--- src/logic/phy_pin_map.vh ---
// Register offsets, field positions, reset values and timing counts of the pin logic
`ifndef PHY_PIN_MAP_VH
`define PHY_PIN_MAP_VH

// ----------------------------------------
// Register offsets
// ----------------------------------------
`define REG_BASIC_CONTROL 5'h00
`define REG_IRQ_CTRL_STATUS 5'h1b
`define REG_INDICATOR_CONTROL 5'h1e
`define REG_AUX_CONTROL 5'h1f

// ----------------------------------------
// Field positions
// ----------------------------------------
`define BC_DUPLEX_BIT 8
`define BC_DETACH_SETTING_BIT 10
`define BC_AUTONEG_BIT 12
`define IND_MODE_HI 15
`define IND_MODE_LO 14
`define AUX_IRQ_POL_BIT 9
`define IRQ_EN_HI 15
`define IRQ_EN_LO 8

// ----------------------------------------
// Reset values and encodings
// ----------------------------------------
`define BASIC_CONTROL_RST 16'h0000
`define IRQ_ENABLE_RST 8'h00
`define INDICATOR_RST 2'h0
`define AUX_CONTROL_RST 16'h0000
`define MODE_MII 3'h0
`define MODE_RMII 3'h1
`define LED_LINK_ACT 2'h0
`define LED_LINK_ONLY 2'h1

// ----------------------------------------
// Timing
// ----------------------------------------
`define CLOCK_NS 5
`define MII_CLK_NS 40
`define MII_DIV_LAST 2'h3
`define BLINK_NS 50000000
`define BLINK_CYC 24'h98_9680

`endif

--- src/logic/phy_pin_logic.v ---
// Pin-level logic of the PHY: straps, MII/RMII pins, interrupt and link indicator
`include "phy_pin_map.vh"
`default_nettype none

module phy_pin_logic #(
    parameter [23:0] BLINK_CYCLES = `BLINK_CYC
) (
    input wire clock,
    input wire resetn,
    // Register port from the management logic
    input wire [4:0] reg_addr,
    input wire reg_wr,
    input wire [15:0] reg_wdata,
    input wire reg_rd,
    output reg [15:0] reg_rdata,
    // Internal receive stream
    input wire rx_in_valid,
    output wire rx_in_ready,
    input wire [3:0] rx_in_data,
    input wire rx_in_err,
    input wire carrier_in,
    input wire collision_in,
    // Internal transmit stream
    output reg tx_out_valid,
    output reg [3:0] tx_out_data,
    // Status and events from the datapath
    input wire link_up,
    input wire activity,
    input wire [7:0] irq_events,
    // Straps as seen by the rest of the chip
    output wire [4:0] station_address,
    output wire [2:0] interface_mode,
    output wire detach_setting,
    // MAC-facing pins
    input wire ref_clk,
    output reg rx_clock_out,
    output reg tx_clock_out,
    input wire tx_en,
    input wire [3:0] txd,
    input wire [3:0] rxd_in,
    output reg [3:0] rxd_out,
    output reg [3:0] rxd_oe_n,
    input wire rx_dv_in,
    output reg carrier_valid_combined,
    output reg rx_dv_oe_n,
    input wire rx_er_in,
    output reg rx_er_out,
    output reg rx_er_oe_n,
    input wire col_in,
    output reg col_out,
    output reg col_oe_n,
    input wire crs_in,
    output reg crs_out,
    output reg crs_oe_n,
    input wire link_indicator_in,
    output reg link_indicator,
    output reg link_indicator_oe_n,
    output reg irq_out
);

    // ----------------------------------------
    // Declarations
    // ----------------------------------------
    localparam [2:0] RX_IDLE = 3'h1;
    localparam [2:0] RX_SEND = 3'h2;
    localparam [2:0] RX_HIGH = 3'h4;

    wire [14:0] pins_s;
    wire ref_s;
    wire tx_en_s;
    wire [3:0] txd_s;
    wire [3:0] rxd_s;
    wire dv_s;
    wire er_s;
    wire col_s;
    wire crs_s;
    wire led_s;

    reg [3:0] addr_strap_q;
    reg [2:0] mode_q;
    reg duplex_q;
    reg detach_q;
    reg autoneg_q;
    reg [15:0] basic_q;
    reg [7:0] irq_en_q;
    reg [7:0] irq_stat_q;
    reg [1:0] led_mode_q;
    reg [15:0] aux_q;
    reg driving_q;

    reg [1:0] div_cnt_q;
    reg mii_clk_q;
    reg ref_prev_q;
    wire is_rmii;
    wire mii_rise;
    wire mii_fall;
    wire ref_rise;
    wire rx_event;
    wire tx_event;

    wire fifo_valid;
    wire fifo_ready;
    wire [4:0] fifo_data;
    reg [2:0] rx_state_q;
    reg [3:0] rx_word_q;
    reg [3:0] rx_nib_q;
    reg rx_dv_q;
    reg rx_err_q;
    reg tx_half_q;
    reg [1:0] tx_low_q;

    reg [23:0] blink_cnt_q;
    reg blink_q;
    reg act_pend_q;
    wire blink_wrap;
    wire stat_clear;
    wire irq_active;
    reg led_d;

    // Equality test of the combined mode field
    function is_mode;
        input [2:0] mode;
        input [2:0] want;
        begin
            is_mode = (mode == want);
        end
    endfunction

    // ----------------------------------------
    // Pin synchronisers
    // ----------------------------------------
    pin_sync #(.WIDTH(15)) u_pin_sync (
        .clock(clock),
        .async_in({ref_clk, tx_en, txd, rxd_in, rx_dv_in, rx_er_in, col_in, crs_in,
                   link_indicator_in}),
        .sync_out(pins_s)
    );

    assign ref_s = pins_s[14];
    assign tx_en_s = pins_s[13];
    assign txd_s = pins_s[12:9];
    assign rxd_s = pins_s[8:5];
    assign dv_s = pins_s[4];
    assign er_s = pins_s[3];
    assign col_s = pins_s[2];
    assign crs_s = pins_s[1];
    assign led_s = pins_s[0];

    // ----------------------------------------
    // Strap capture
    // ----------------------------------------
    // Straps track the pins all through reset, the last value before release sticks
    always @(posedge clock) begin
        if (!resetn) begin
            addr_strap_q <= {rxd_s[1], rxd_s[2], rxd_s[3], 1'b0};
            mode_q <= {dv_s, crs_s, col_s};
            detach_q <= er_s;
            duplex_q <= rxd_s[0];
            autoneg_q <= led_s;
            driving_q <= 1'b0;
        end else begin
            driving_q <= 1'b1;
        end
    end

    // Address bits 4:3 are always zero
    assign station_address = {2'b00, addr_strap_q[3:1]};
    assign interface_mode = mode_q;
    assign detach_setting = basic_q[`BC_DETACH_SETTING_BIT];
    assign is_rmii = is_mode(mode_q, `MODE_RMII);

    // ----------------------------------------
    // Register file
    // ----------------------------------------
    assign stat_clear = reg_rd && (reg_addr == `REG_IRQ_CTRL_STATUS);

    // Control registers; strapped bits load on the first edge after release
    always @(posedge clock) begin
        if (!resetn) begin
            basic_q <= `BASIC_CONTROL_RST;
            irq_en_q <= `IRQ_ENABLE_RST;
            led_mode_q <= `INDICATOR_RST;
            aux_q <= `AUX_CONTROL_RST;
        end else if (!driving_q) begin
            basic_q[`BC_DUPLEX_BIT] <= duplex_q;
            basic_q[`BC_AUTONEG_BIT] <= autoneg_q;
            basic_q[`BC_DETACH_SETTING_BIT] <= detach_q;
        end else if (reg_wr) begin
            case (reg_addr)
                `REG_BASIC_CONTROL: basic_q <= reg_wdata;
                `REG_IRQ_CTRL_STATUS: irq_en_q <= reg_wdata[`IRQ_EN_HI:`IRQ_EN_LO];
                `REG_INDICATOR_CONTROL: led_mode_q <= reg_wdata[`IND_MODE_HI:`IND_MODE_LO];
                `REG_AUX_CONTROL: aux_q <= reg_wdata;
                default: basic_q <= basic_q;
            endcase
        end
    end

    // Sticky status; an event in the clearing cycle survives
    always @(posedge clock) begin
        if (!resetn) begin
            irq_stat_q <= 8'h00;
        end else begin
            irq_stat_q <= (irq_stat_q & {8{~stat_clear}}) | irq_events;
        end
    end

    // Read data, unmapped offsets read zero
    always @(posedge clock) begin
        if (!resetn) begin
            reg_rdata <= 16'h0000;
        end else if (reg_rd) begin
            case (reg_addr)
                `REG_BASIC_CONTROL: reg_rdata <= basic_q;
                `REG_IRQ_CTRL_STATUS: reg_rdata <= {irq_en_q, irq_stat_q};
                `REG_INDICATOR_CONTROL: reg_rdata <= {led_mode_q, 14'h0000};
                `REG_AUX_CONTROL: reg_rdata <= aux_q;
                default: reg_rdata <= 16'h0000;
            endcase
        end
    end

    // ----------------------------------------
    // Interrupt output
    // ----------------------------------------
    assign irq_active = |(irq_stat_q & irq_en_q);

    // Inactive level after reset is high, matching the default polarity
    always @(posedge clock) begin
        if (!resetn) begin
            irq_out <= 1'b1;
        end else begin
            irq_out <= aux_q[`AUX_IRQ_POL_BIT] ? irq_active : ~irq_active;
        end
    end

    // ----------------------------------------
    // Link clocks
    // ----------------------------------------
    // 25 MHz MII clock from the 200 MHz core clock
    always @(posedge clock) begin
        if (!resetn) begin
            div_cnt_q <= 2'h0;
            mii_clk_q <= 1'b0;
            ref_prev_q <= 1'b0;
        end else begin
            ref_prev_q <= ref_s;
            if (div_cnt_q == `MII_DIV_LAST) begin
                div_cnt_q <= 2'h0;
                mii_clk_q <= ~mii_clk_q;
            end else begin
                div_cnt_q <= div_cnt_q + 2'h1;
            end
        end
    end

    assign mii_rise = (div_cnt_q == `MII_DIV_LAST) && !mii_clk_q;
    assign mii_fall = (div_cnt_q == `MII_DIV_LAST) && mii_clk_q;
    assign ref_rise = ref_s && !ref_prev_q;
    // MII launches on the falling edge so the MAC sees stable data at the rise
    assign rx_event = is_rmii ? ref_rise : mii_fall;
    assign tx_event = is_rmii ? ref_rise : mii_rise;

    // Clocks only leave the chip in MII mode and when attached
    always @(posedge clock) begin
        if (!resetn) begin
            rx_clock_out <= 1'b0;
            tx_clock_out <= 1'b0;
        end else begin
            rx_clock_out <= mii_clk_q && !is_rmii && !detach_setting;
            tx_clock_out <= mii_clk_q && !is_rmii && !detach_setting;
        end
    end

    // ----------------------------------------
    // Receive path
    // ----------------------------------------
    word_fifo #(.WIDTH(5), .DEPTH(8), .AW(3)) u_rx_fifo (
        .clock(clock),
        .resetn(resetn),
        .in_valid(rx_in_valid),
        .in_ready(rx_in_ready),
        .in_data({rx_in_err, rx_in_data}),
        .out_valid(fifo_valid),
        .out_ready(fifo_ready),
        .out_data(fifo_data)
    );

    // Pop one nibble per link edge, except while the high dibit is still pending
    assign fifo_ready = rx_event && driving_q && (rx_state_q != RX_HIGH);

    // Serialiser: whole nibbles in MII, two dibits per nibble in RMII
    always @(posedge clock) begin
        if (!resetn) begin
            rx_state_q <= RX_IDLE;
            rx_word_q <= 4'h0;
            rx_nib_q <= 4'h0;
            rx_dv_q <= 1'b0;
            rx_err_q <= 1'b0;
        end else if (rx_event) begin
            case (rx_state_q)
                RX_HIGH: begin
                    rx_nib_q <= {2'b00, rx_word_q[3:2]};
                    rx_state_q <= RX_SEND;
                end
                RX_IDLE, RX_SEND: begin
                    if (fifo_valid && driving_q) begin
                        rx_word_q <= fifo_data[3:0];
                        rx_err_q <= fifo_data[4];
                        rx_dv_q <= 1'b1;
                        if (is_rmii) begin
                            rx_nib_q <= {2'b00, fifo_data[1:0]};
                            rx_state_q <= RX_HIGH;
                        end else begin
                            rx_nib_q <= fifo_data[3:0];
                            rx_state_q <= RX_SEND;
                        end
                    end else begin
                        rx_dv_q <= 1'b0;
                        rx_err_q <= 1'b0;
                        rx_state_q <= RX_IDLE;
                    end
                end
                default: rx_state_q <= RX_IDLE;
            endcase
        end
    end

    // Pin drivers; released during reset so straps can be read
    always @(posedge clock) begin
        if (!resetn) begin
            rxd_out <= 4'h0;
            rxd_oe_n <= 4'hf;
            carrier_valid_combined <= 1'b0;
            rx_dv_oe_n <= 1'b1;
            rx_er_out <= 1'b0;
            rx_er_oe_n <= 1'b1;
            col_out <= 1'b0;
            col_oe_n <= 1'b1;
            crs_out <= 1'b0;
            crs_oe_n <= 1'b1;
        end else begin
            rxd_out <= rx_nib_q;
            rxd_oe_n <= detach_setting ? 4'hf : (is_rmii ? 4'hc : 4'h0);
            carrier_valid_combined <= is_rmii ? (carrier_in || rx_dv_q) : rx_dv_q;
            rx_dv_oe_n <= detach_setting;
            rx_er_out <= rx_err_q;
            rx_er_oe_n <= detach_setting;
            col_out <= collision_in;
            col_oe_n <= detach_setting || is_rmii;
            crs_out <= carrier_in;
            crs_oe_n <= detach_setting || is_rmii;
        end
    end

    // ----------------------------------------
    // Transmit path
    // ----------------------------------------
    // Nibble per edge in MII, dibit pairs in RMII, low dibit first
    always @(posedge clock) begin
        if (!resetn) begin
            tx_out_valid <= 1'b0;
            tx_out_data <= 4'h0;
            tx_half_q <= 1'b0;
            tx_low_q <= 2'h0;
        end else begin
            tx_out_valid <= 1'b0;
            if (tx_event && driving_q) begin
                if (!tx_en_s) begin
                    tx_half_q <= 1'b0;
                end else if (!is_rmii) begin
                    tx_out_valid <= 1'b1;
                    tx_out_data <= txd_s;
                end else if (!tx_half_q) begin
                    tx_low_q <= txd_s[1:0];
                    tx_half_q <= 1'b1;
                end else begin
                    tx_out_valid <= 1'b1;
                    tx_out_data <= {txd_s[1:0], tx_low_q};
                    tx_half_q <= 1'b0;
                end
            end
        end
    end

    // ----------------------------------------
    // Link indicator
    // ----------------------------------------
    assign blink_wrap = (blink_cnt_q == (BLINK_CYCLES - 24'h00_0001));

    // Activity is remembered until the next blink slot; a new one beats the clear
    always @(posedge clock) begin
        if (!resetn) begin
            blink_cnt_q <= 24'h00_0000;
            blink_q <= 1'b0;
            act_pend_q <= 1'b0;
        end else begin
            blink_cnt_q <= blink_wrap ? 24'h00_0000 : blink_cnt_q + 24'h00_0001;
            if (blink_wrap) begin
                blink_q <= act_pend_q ? ~blink_q : 1'b0;
                act_pend_q <= activity;
            end else if (activity) begin
                act_pend_q <= 1'b1;
            end
        end
    end

    // Reserved modes leave the indicator off
    always @* begin
        case (led_mode_q)
            `LED_LINK_ACT: led_d = link_up ? blink_q : 1'b1;
            `LED_LINK_ONLY: led_d = ~link_up;
            default: led_d = 1'b1;
        endcase
    end

    always @(posedge clock) begin
        if (!resetn) begin
            link_indicator <= 1'b1;
            link_indicator_oe_n <= 1'b1;
        end else begin
            link_indicator <= led_d;
            link_indicator_oe_n <= 1'b0;
        end
    end

endmodule

`default_nettype wire

--- src/logic/pin_sync.v ---
// Two-flop synchroniser for a group of pins from outside the clock domain
`default_nettype none

module pin_sync #(
    parameter WIDTH = 1
) (
    input wire clock,
    input wire [WIDTH-1:0] async_in,
    output wire [WIDTH-1:0] sync_out
);

    reg [WIDTH-1:0] meta_q;
    reg [WIDTH-1:0] stable_q;

    // No reset: straps must pass through while reset is still held
    always @(posedge clock) begin
        meta_q <= async_in;
        stable_q <= meta_q;
    end

    assign sync_out = stable_q;

endmodule

`default_nettype wire

--- src/logic/word_fifo.v ---
// Synchronous FIFO with valid/ready on both sides
`default_nettype none

module word_fifo #(
    parameter WIDTH = 5,
    parameter DEPTH = 8,
    parameter AW = 3
) (
    input wire clock,
    input wire resetn,
    input wire in_valid,
    output wire in_ready,
    input wire [WIDTH-1:0] in_data,
    output wire out_valid,
    input wire out_ready,
    output wire [WIDTH-1:0] out_data
);

    reg [WIDTH-1:0] mem [0:DEPTH-1];
    reg [AW:0] wr_ptr_q;
    reg [AW:0] rd_ptr_q;
    wire full;
    wire empty;
    wire push;
    wire pop;

    // Extra pointer bit tells full from empty
    assign empty = (wr_ptr_q == rd_ptr_q);
    assign full = (wr_ptr_q[AW] != rd_ptr_q[AW]) && (wr_ptr_q[AW-1:0] == rd_ptr_q[AW-1:0]);
    assign in_ready = !full;
    assign out_valid = !empty;
    assign push = in_valid && !full;
    assign pop = out_ready && !empty;
    assign out_data = mem[rd_ptr_q[AW-1:0]];

    // Storage array, no reset needed
    always @(posedge clock) begin
        if (push) begin
            mem[wr_ptr_q[AW-1:0]] <= in_data;
        end
    end

    // Pointers
    always @(posedge clock) begin
        if (!resetn) begin
            wr_ptr_q <= {(AW+1){1'b0}};
            rd_ptr_q <= {(AW+1){1'b0}};
        end else begin
            if (push) begin
                wr_ptr_q <= wr_ptr_q + 1'b1;
            end
            if (pop) begin
                rd_ptr_q <= rd_ptr_q + 1'b1;
            end
        end
    end

endmodule

`default_nettype wire

--- config.mk ---
export PLATFORM = sky130hd
export DESIGN_NAME = phy_pin_logic
export DESIGN_NICKNAME = d
export VERILOG_FILES = /design/src/logic/phy_pin_logic.v /design/src/logic/pin_sync.v /design/src/logic/word_fifo.v
export VERILOG_INCLUDE_DIRS = /design/src /design/src/logic
export SDC_FILE = /design/constraint.sdc
export NUM_CORES = 1
export LEC_CHECK = 0
export BUFFER_PORTS_ARGS = -buffer_cell sky130_fd_sc_hd__buf_2
export CAP_MARGIN = 20
export CORE_MARGIN = 5
export CORE_UTILIZATION = 50
export CTS_BUF_LIST = sky130_fd_sc_hd__clkbuf_8
export CTS_CLUSTER_DIAMETER = 200
export CTS_CLUSTER_SIZE = 16
export DETAILED_ROUTE_END_ITERATION = 12
export PLACE_DENSITY = 0.81
export SLEW_MARGIN = 20
export SYNTH_ARGS = -nofsm -noshare
export SYNTH_HDL_FRONTEND = slang
export SYNTH_SLANG_ARGS = --single-unit
--- constraint.sdc ---
create_clock -name clock -period 4.6 [get_ports clock]
set_clock_uncertainty 0.1 [all_clocks]
set_input_delay 0.23 -clock clock [delete_from_list [all_inputs] [get_ports clock]]
set_output_delay 0.23 -clock clock [all_outputs]
set_load 0.02 [all_outputs]
# After elaboration in Yosys (flattened, before gate mapping)
# Memories as Yosys holds them, arrays and structs flattened. A register that Yosys moved wholly into a read port is not among the register bits.
# Index checks and enable logic that the tools add are counted.
[word_totals] reg_bits=183 ram_bits=40 out_inout_bits=52 wordCells=157 memories=1
[classes] addsub=4 n_eq_ne=19 n_mux=37 bitwise=10 reduce_logical=42
[mem_list] memory="u_rx_fifo.mem" words=8 word_bits=5 read_ports=1 rd_ports_with_merged_regs=1 wr=1 line_no="word_fifo.v:19" text="reg [WIDTH-1:0] mem [0:DEPTH-1];"
[op_table] cell="16-bit one-hot mux with 4 select lines" count=1
[op_table] cell="13-bit 2-to-1 mux" count=2
[op_table] cell="24-bit by 1-bit adder with 24-bit output (second input constant)" count=1
[op_table] cell="24-bit == test (second input constant)" count=1
[op_table] cell="3-bit AND reduction" count=8
[op_table] cell="1-bit 2-to-1 mux" count=22
[op_table] cell="4-bit 2-to-1 mux" count=5
[op_table] cell="8-bit bitwise AND" count=2
[op_table] cell="5-bit == test (second input constant)" count=3
[op_table] cell="1-bit logical AND" count=13
[op_table] cell="3-bit 2-to-1 mux" count=4
[op_table] cell="4-bit by 1-bit adder with 4-bit output (second input constant)" count=2
[op_table] cell="8-bit bitwise OR" count=1
[op_table] cell="4-bit one-hot mux with 2 select lines" count=1
[op_table] cell="2-bit OR reduction" count=4
[op_table] cell="8-bit OR reduction" count=1
[op_table] cell="1-bit inverter" count=7
[op_table] cell="3-bit by 1-bit == test with 1-bit output (second input constant)" count=2
[op_table] cell="1-bit zero test" count=6
[op_table] cell="2-bit != test (second input constant)" count=3
[op_table] cell="3-bit one-hot mux with 2 select lines" count=1
[op_table] cell="2-bit AND reduction" count=3
[op_table] cell="5-bit zero test" count=1
[op_table] cell="4-bit == test" count=1
[op_table] cell="other kinds (14)" count=17

# Longest topological paths before layout
[logic_depth] word_depth=8 ltp_mapped=7 ltp_nobuf=6

# Cells and area by module
# Synthesis repeated with hierarchy kept, for this count alone.
[hier_totals] hier_cells=807 hier_area_um2=8602.0
[modules_own_cells] mod="phy_pin_logic" instances=1 cells_each=634 area_per_inst_um2=5677.9
[modules_own_cells] mod="word_fifo" instances=1 cells_each=143 area_per_inst_um2=2323.5
[modules_own_cells] mod="pin_sync" instances=1 cells_each=30 area_per_inst_um2=600.6

# Worst setup path before layout
# OpenSTA, ideal clock, no wires.
[synth_timing] path_kind="reg-to-reg" from="register mode_q[1], in the netlist interface_mode[1]" to="register rx_nib_q[2]" arrival_time_ns=2.179 required_ns=4.428 slack_ns=2.249 stages_incl_launch_ff=8 path_buffers=2 synth_period_minus_slack_ns=2.351 cell_sequence="edfxtp_1 > or3b_1 > buf_2 > mux2_4 > nor4_4 > or2_1 > buf_4 > mux2i_1"
[synth_via] elab_chain_cells=4
[synth_rtl] element="start, declared" line_no="phy_pin_logic.v:80" text="reg [2:0] mode_q;"
[synth_rtl] element="start signal, assigned" line_no="phy_pin_logic.v:156" text="mode_q <= {dv_s, crs_s, col_s};"
[synth_rtl] element="3-bit by 1-bit == test with 1-bit output *" line_no="phy_pin_logic.v:125" text="is_mode = (mode == want);"
[synth_rtl] element="4-bit 2-to-1 mux" line_no="phy_pin_logic.v:311" text="if (is_rmii) begin"
[synth_rtl] element="4-bit 2-to-1 mux" line_no="phy_pin_logic.v:307" text="if (fifo_valid && driving_q) begin"
[synth_rtl] element="4-bit one-hot mux with 2 select lines" line_no="phy_pin_logic.v:301" text="case (rx_state_q)"
[synth_rtl] element="end signal, assigned" line_no="phy_pin_logic.v:303" text="rx_nib_q <= {2'b00, rx_word_q[3:2]};"
[synth_rtl] element="end signal, assigned" line_no="phy_pin_logic.v:312" text="rx_nib_q <= {2'b00, fifo_data[1:0]};"
[synth_rtl] element="end signal, assigned" line_no="phy_pin_logic.v:315" text="rx_nib_q <= fifo_data[3:0];"
[synth_rtl] element="end, declared" line_no="phy_pin_logic.v:106" text="reg [3:0] rx_nib_q;"
# Every way passes the cells marked *; elsewhere a longest branch is shown, timed or not. The select of a mux whose other input is x is not followed.
# A chain may end at the register's enable or synchronous reset.

# Worst setup path in the final report
[layout_timing] from="input resetn" to="register basic_q[10]"
[layout_rtl] element="start, declared" line_no="phy_pin_logic.v:9" text="input wire resetn,"
[layout_rtl] element="end signal, assigned" line_no="phy_pin_logic.v:180" text="basic_q <= `BASIC_CONTROL_RST;"
[layout_rtl] element="end signal, assigned by index" line_no="phy_pin_logic.v:185" text="basic_q[`BC_DUPLEX_BIT] <= duplex_q;"
[layout_rtl] element="end signal, assigned by index" line_no="phy_pin_logic.v:186" text="basic_q[`BC_AUTONEG_BIT] <= autoneg_q;"
[layout_rtl] element="end, declared" line_no="phy_pin_logic.v:84" text="reg [15:0] basic_q;"
# No word-level cell between the ends.

==> impl_metrics.tcl <==
set metrics [dict create \
    maxSlewViolCount 0 \
    syn_area_per_cell_um2 11.4 \
    path_delay_family "buffers and inverters" \
    drtPass1Iterations 6 \
    arrival_ps 2940 \
    synth_area_leaders "dfxtp_1 (42%), edfxtp_1 (18%), mux2i_1 (7.2%), nor2_1 (6.1%), xnor2_1 (2.5%)" \
    die_area_um2 19000 \
    synth_edf_count 49 \
    cts_buffers 17 \
    die_y_um 138 \
    antenna_found_initial 1 \
    clkTransAtPathRegs_ps 100 \
    fin_crit_sh_pct 57.6 \
    place_hpwl_mm 11.9 \
    final_hold_viol_count 0 \
    holdWs_ps 62.6 \
    ant_nets 0 \
    nets 924 \
    path_cells "dlygate4sd3_1 -> buf_2 -> clkinv_2 -> buf_4 -> a311oi_1" \
    synth_top_area_share_pct 42.3 \
    rsz0062_at_grt "no" \
    wl_per_cell_um 16.7 \
    slowest_stage "clkinv_2" \
    core_um2 16000 \
    h-tree-depth 1 \
    hp-start "rx_in_valid" \
    wl_mm 18.1 \
    p_per_area_nw_per_um2 336 \
    ctsLongestPathBuffers 3 \
    fin_crit_ps 2650 \
    peakVddDrop_v 0.000313 \
    crit_required_ps 4890 \
    yosys_register_bits 222 \
    tightest_slew_ps 988 \
    viasPerCell 5.39 \
    synthFlopType "dfxtp_1" \
    grt_pass1_wl_mm 29.2 \
    gr-total-overflow 0 \
    synth_area_um2 8190 \
    critPathBufInv 4 \
    async_flop_share_pct 0 \
    grt_pass1_vias 5744 \
    syn-instance-count 720 \
    area_growth_pct 17.7 \
    yosysWarnings 0 \
    yosysMostFrequentCell "dfxtp_1" \
    rows 46 \
    drt_iter0_markers 486 \
    rr_startpoint "interface_mode[1]" \
    setup_viol 0 \
    drc 0 \
    leakage_nw 3.62 \
    dieWidth_um 138 \
    ctsResizeCount 0 \
    outcome "complete, no violations" \
    cp_max_fo 71 \
    synth_area_leader_cell "dfxtp_1" \
    drive_above_1_share_pct 17.9 \
    grt_usage_pct 19.1 \
    setup_tns_ps 0 \
    synth_top_cells_by_count "dfxtp_1 (173), nor2_1 (134), mux2i_1 (59), edfxtp_1 (49), nand2_1 (32)" \
    cp-end-kind "flip-flop" \
    io_pins 110 \
    worstSetupPathType "input port to flip-flop" \
    fmax_ghz 0.378 \
    clock-sinks 222 \
    slowest_delay_ps 890 \
    synth_cell_types 51 \
    drv_cap 0 \
    crit_start "resetn" \
    numPortBuffers 107 \
    root_buffer "clkbuf_8" \
    dr_total_vias 5857 \
    hold_class "input port to flip-flop" \
    slew_headroom_pct 34.0 \
    cts_tree "built" \
    start_kind "input port" \
    initial_core_util_pct 51.2 \
    synth_seq_area_share_pct 60.3 \
    gp_congestion 0.847 \
    grt_start_max_net_pins 72 \
    clock_latency_ps 490 \
]
[final cells by class]
class / count / area (um^2)
clock inverters: 7 / 26.3
inverters: 13 / 50.0
flip-flops and latches: 222 / 4930
well taps: 216 / 270
clock buffers: 18 / 248
fillers: 1309 / 6360
multi-input cells: 445 / 3020
diodes: 2 / 5.00
repair buffers: 163 / 1080
[registers in the layout, summed over array words and instances (netlist names), 4 cells and up, named ones only]
register and flops:
aux_q 16, basic_q 16, blink_cnt_q 24, irq_en_q 8, irq_stat_q 8, reg_rdata 16, rx_nib_q 4, rxd_out 4
tx_out_data 4, u_pin_sync.meta_q 15, u_pin_sync.sync_out 15, u_rx_fifo.mem 40, u_rx_fifo.rd_ptr_q 4, u_rx_fifo.wr_ptr_q 4
[worst register-to-register path: stages, from the launching register on]
cell      delay [ps]
edfxtp_1         420
or3b_1           650
mux2_4           440
nor4_4           450
or2_1            300
mux2i_1          210
[kinds of logic (layout without fill, tap and decap cells)]
logic type | count (synthesis) | after routing | synth area share (%)
AOI/OAI and AO/OA | 74 | 74 | 7.26
xor gates and xnor gates | 34 | 34 | 3.64
adders and majority gates | 4 | 4 | 0.611
buffers and inverters | 54 | 201 | 3.01
DFF | 222 | 222 | 60.3
muxes | 71 | 71 | 10.0
other | 1 | 4 | 0.0458
and+or+nand+nor | 260 | 260 | 15.2
[power by group]
group,switching (mW),internal [mW]
registers,0.0324,2.04
clock network,0.583,0.360
logic,0.125,0.0987
total,0.740,2.50
[final timing paths]
check	endpoint	slack, ps	cells after the start
setup / recovery	basic_q[10]	1950	5
hold reg to reg	u_pin_sync.sync_out[0]	230	0
setup reg to reg	rx_nib_q[2]	1970	5
hold / removal	u_rx_fifo.wr_ptr_q[0]	60	4
[metrics by stage]
| stage | power [mW] | instance area, um^2 | worst slack [ps] | instances | utilization (%) |
|---|---|---|---|---|---|
| global placement | 2.30 | 8840 | 2070 | 1008 | 55.3 |
| finish | 3.24 | 9640 | 1950 | 1086 | 60.2 |
| CTS | 3.27 | 9630 | 1970 | 1084 | 60.2 |
| detailed placement | 2.31 | 8840 | 1990 | 1008 | 55.3 |
| global route | 3.38 | 9630 | 1750 | 1085 | 60.2 |
| floorplan | 2.23 | 8190 | 2250 | 721 | - |
[metal layers]
metal,GRT usage [%],part of all wire (%),vias up
li1,-,-,2819
met1,26.3,43,2754
met2,30.6,46,234
met3,3.19,7.4,50
met4,6.92,3.2,0
met5,0,0,-
[layout by cell type, fill, tap and decap left out, types with 9 or more instances in the layout]
cell type,n
and2_1,12
nand2b_1,9
xnor2_1,23
dfxtp_1,173
a21oi_1,15
buf_2,107
xor2_1,11
a2bb2oi_1,14
nand4_1,9
a222oi_1,14
mux2i_1,59
inv_1,19
nor2_1,133
nor3_1,12
edfxtp_1,49
nand3_1,15
nand2_1,32
clkbuf_8,18
dlygate4sd3_1,51
[repair_timing]
action                    in CTS  in global routing
hold buffers                  51                  0
hold endpoints to repair     112                  0
buffers inserted               0                  0
Power figures use the tool's default switching activity.
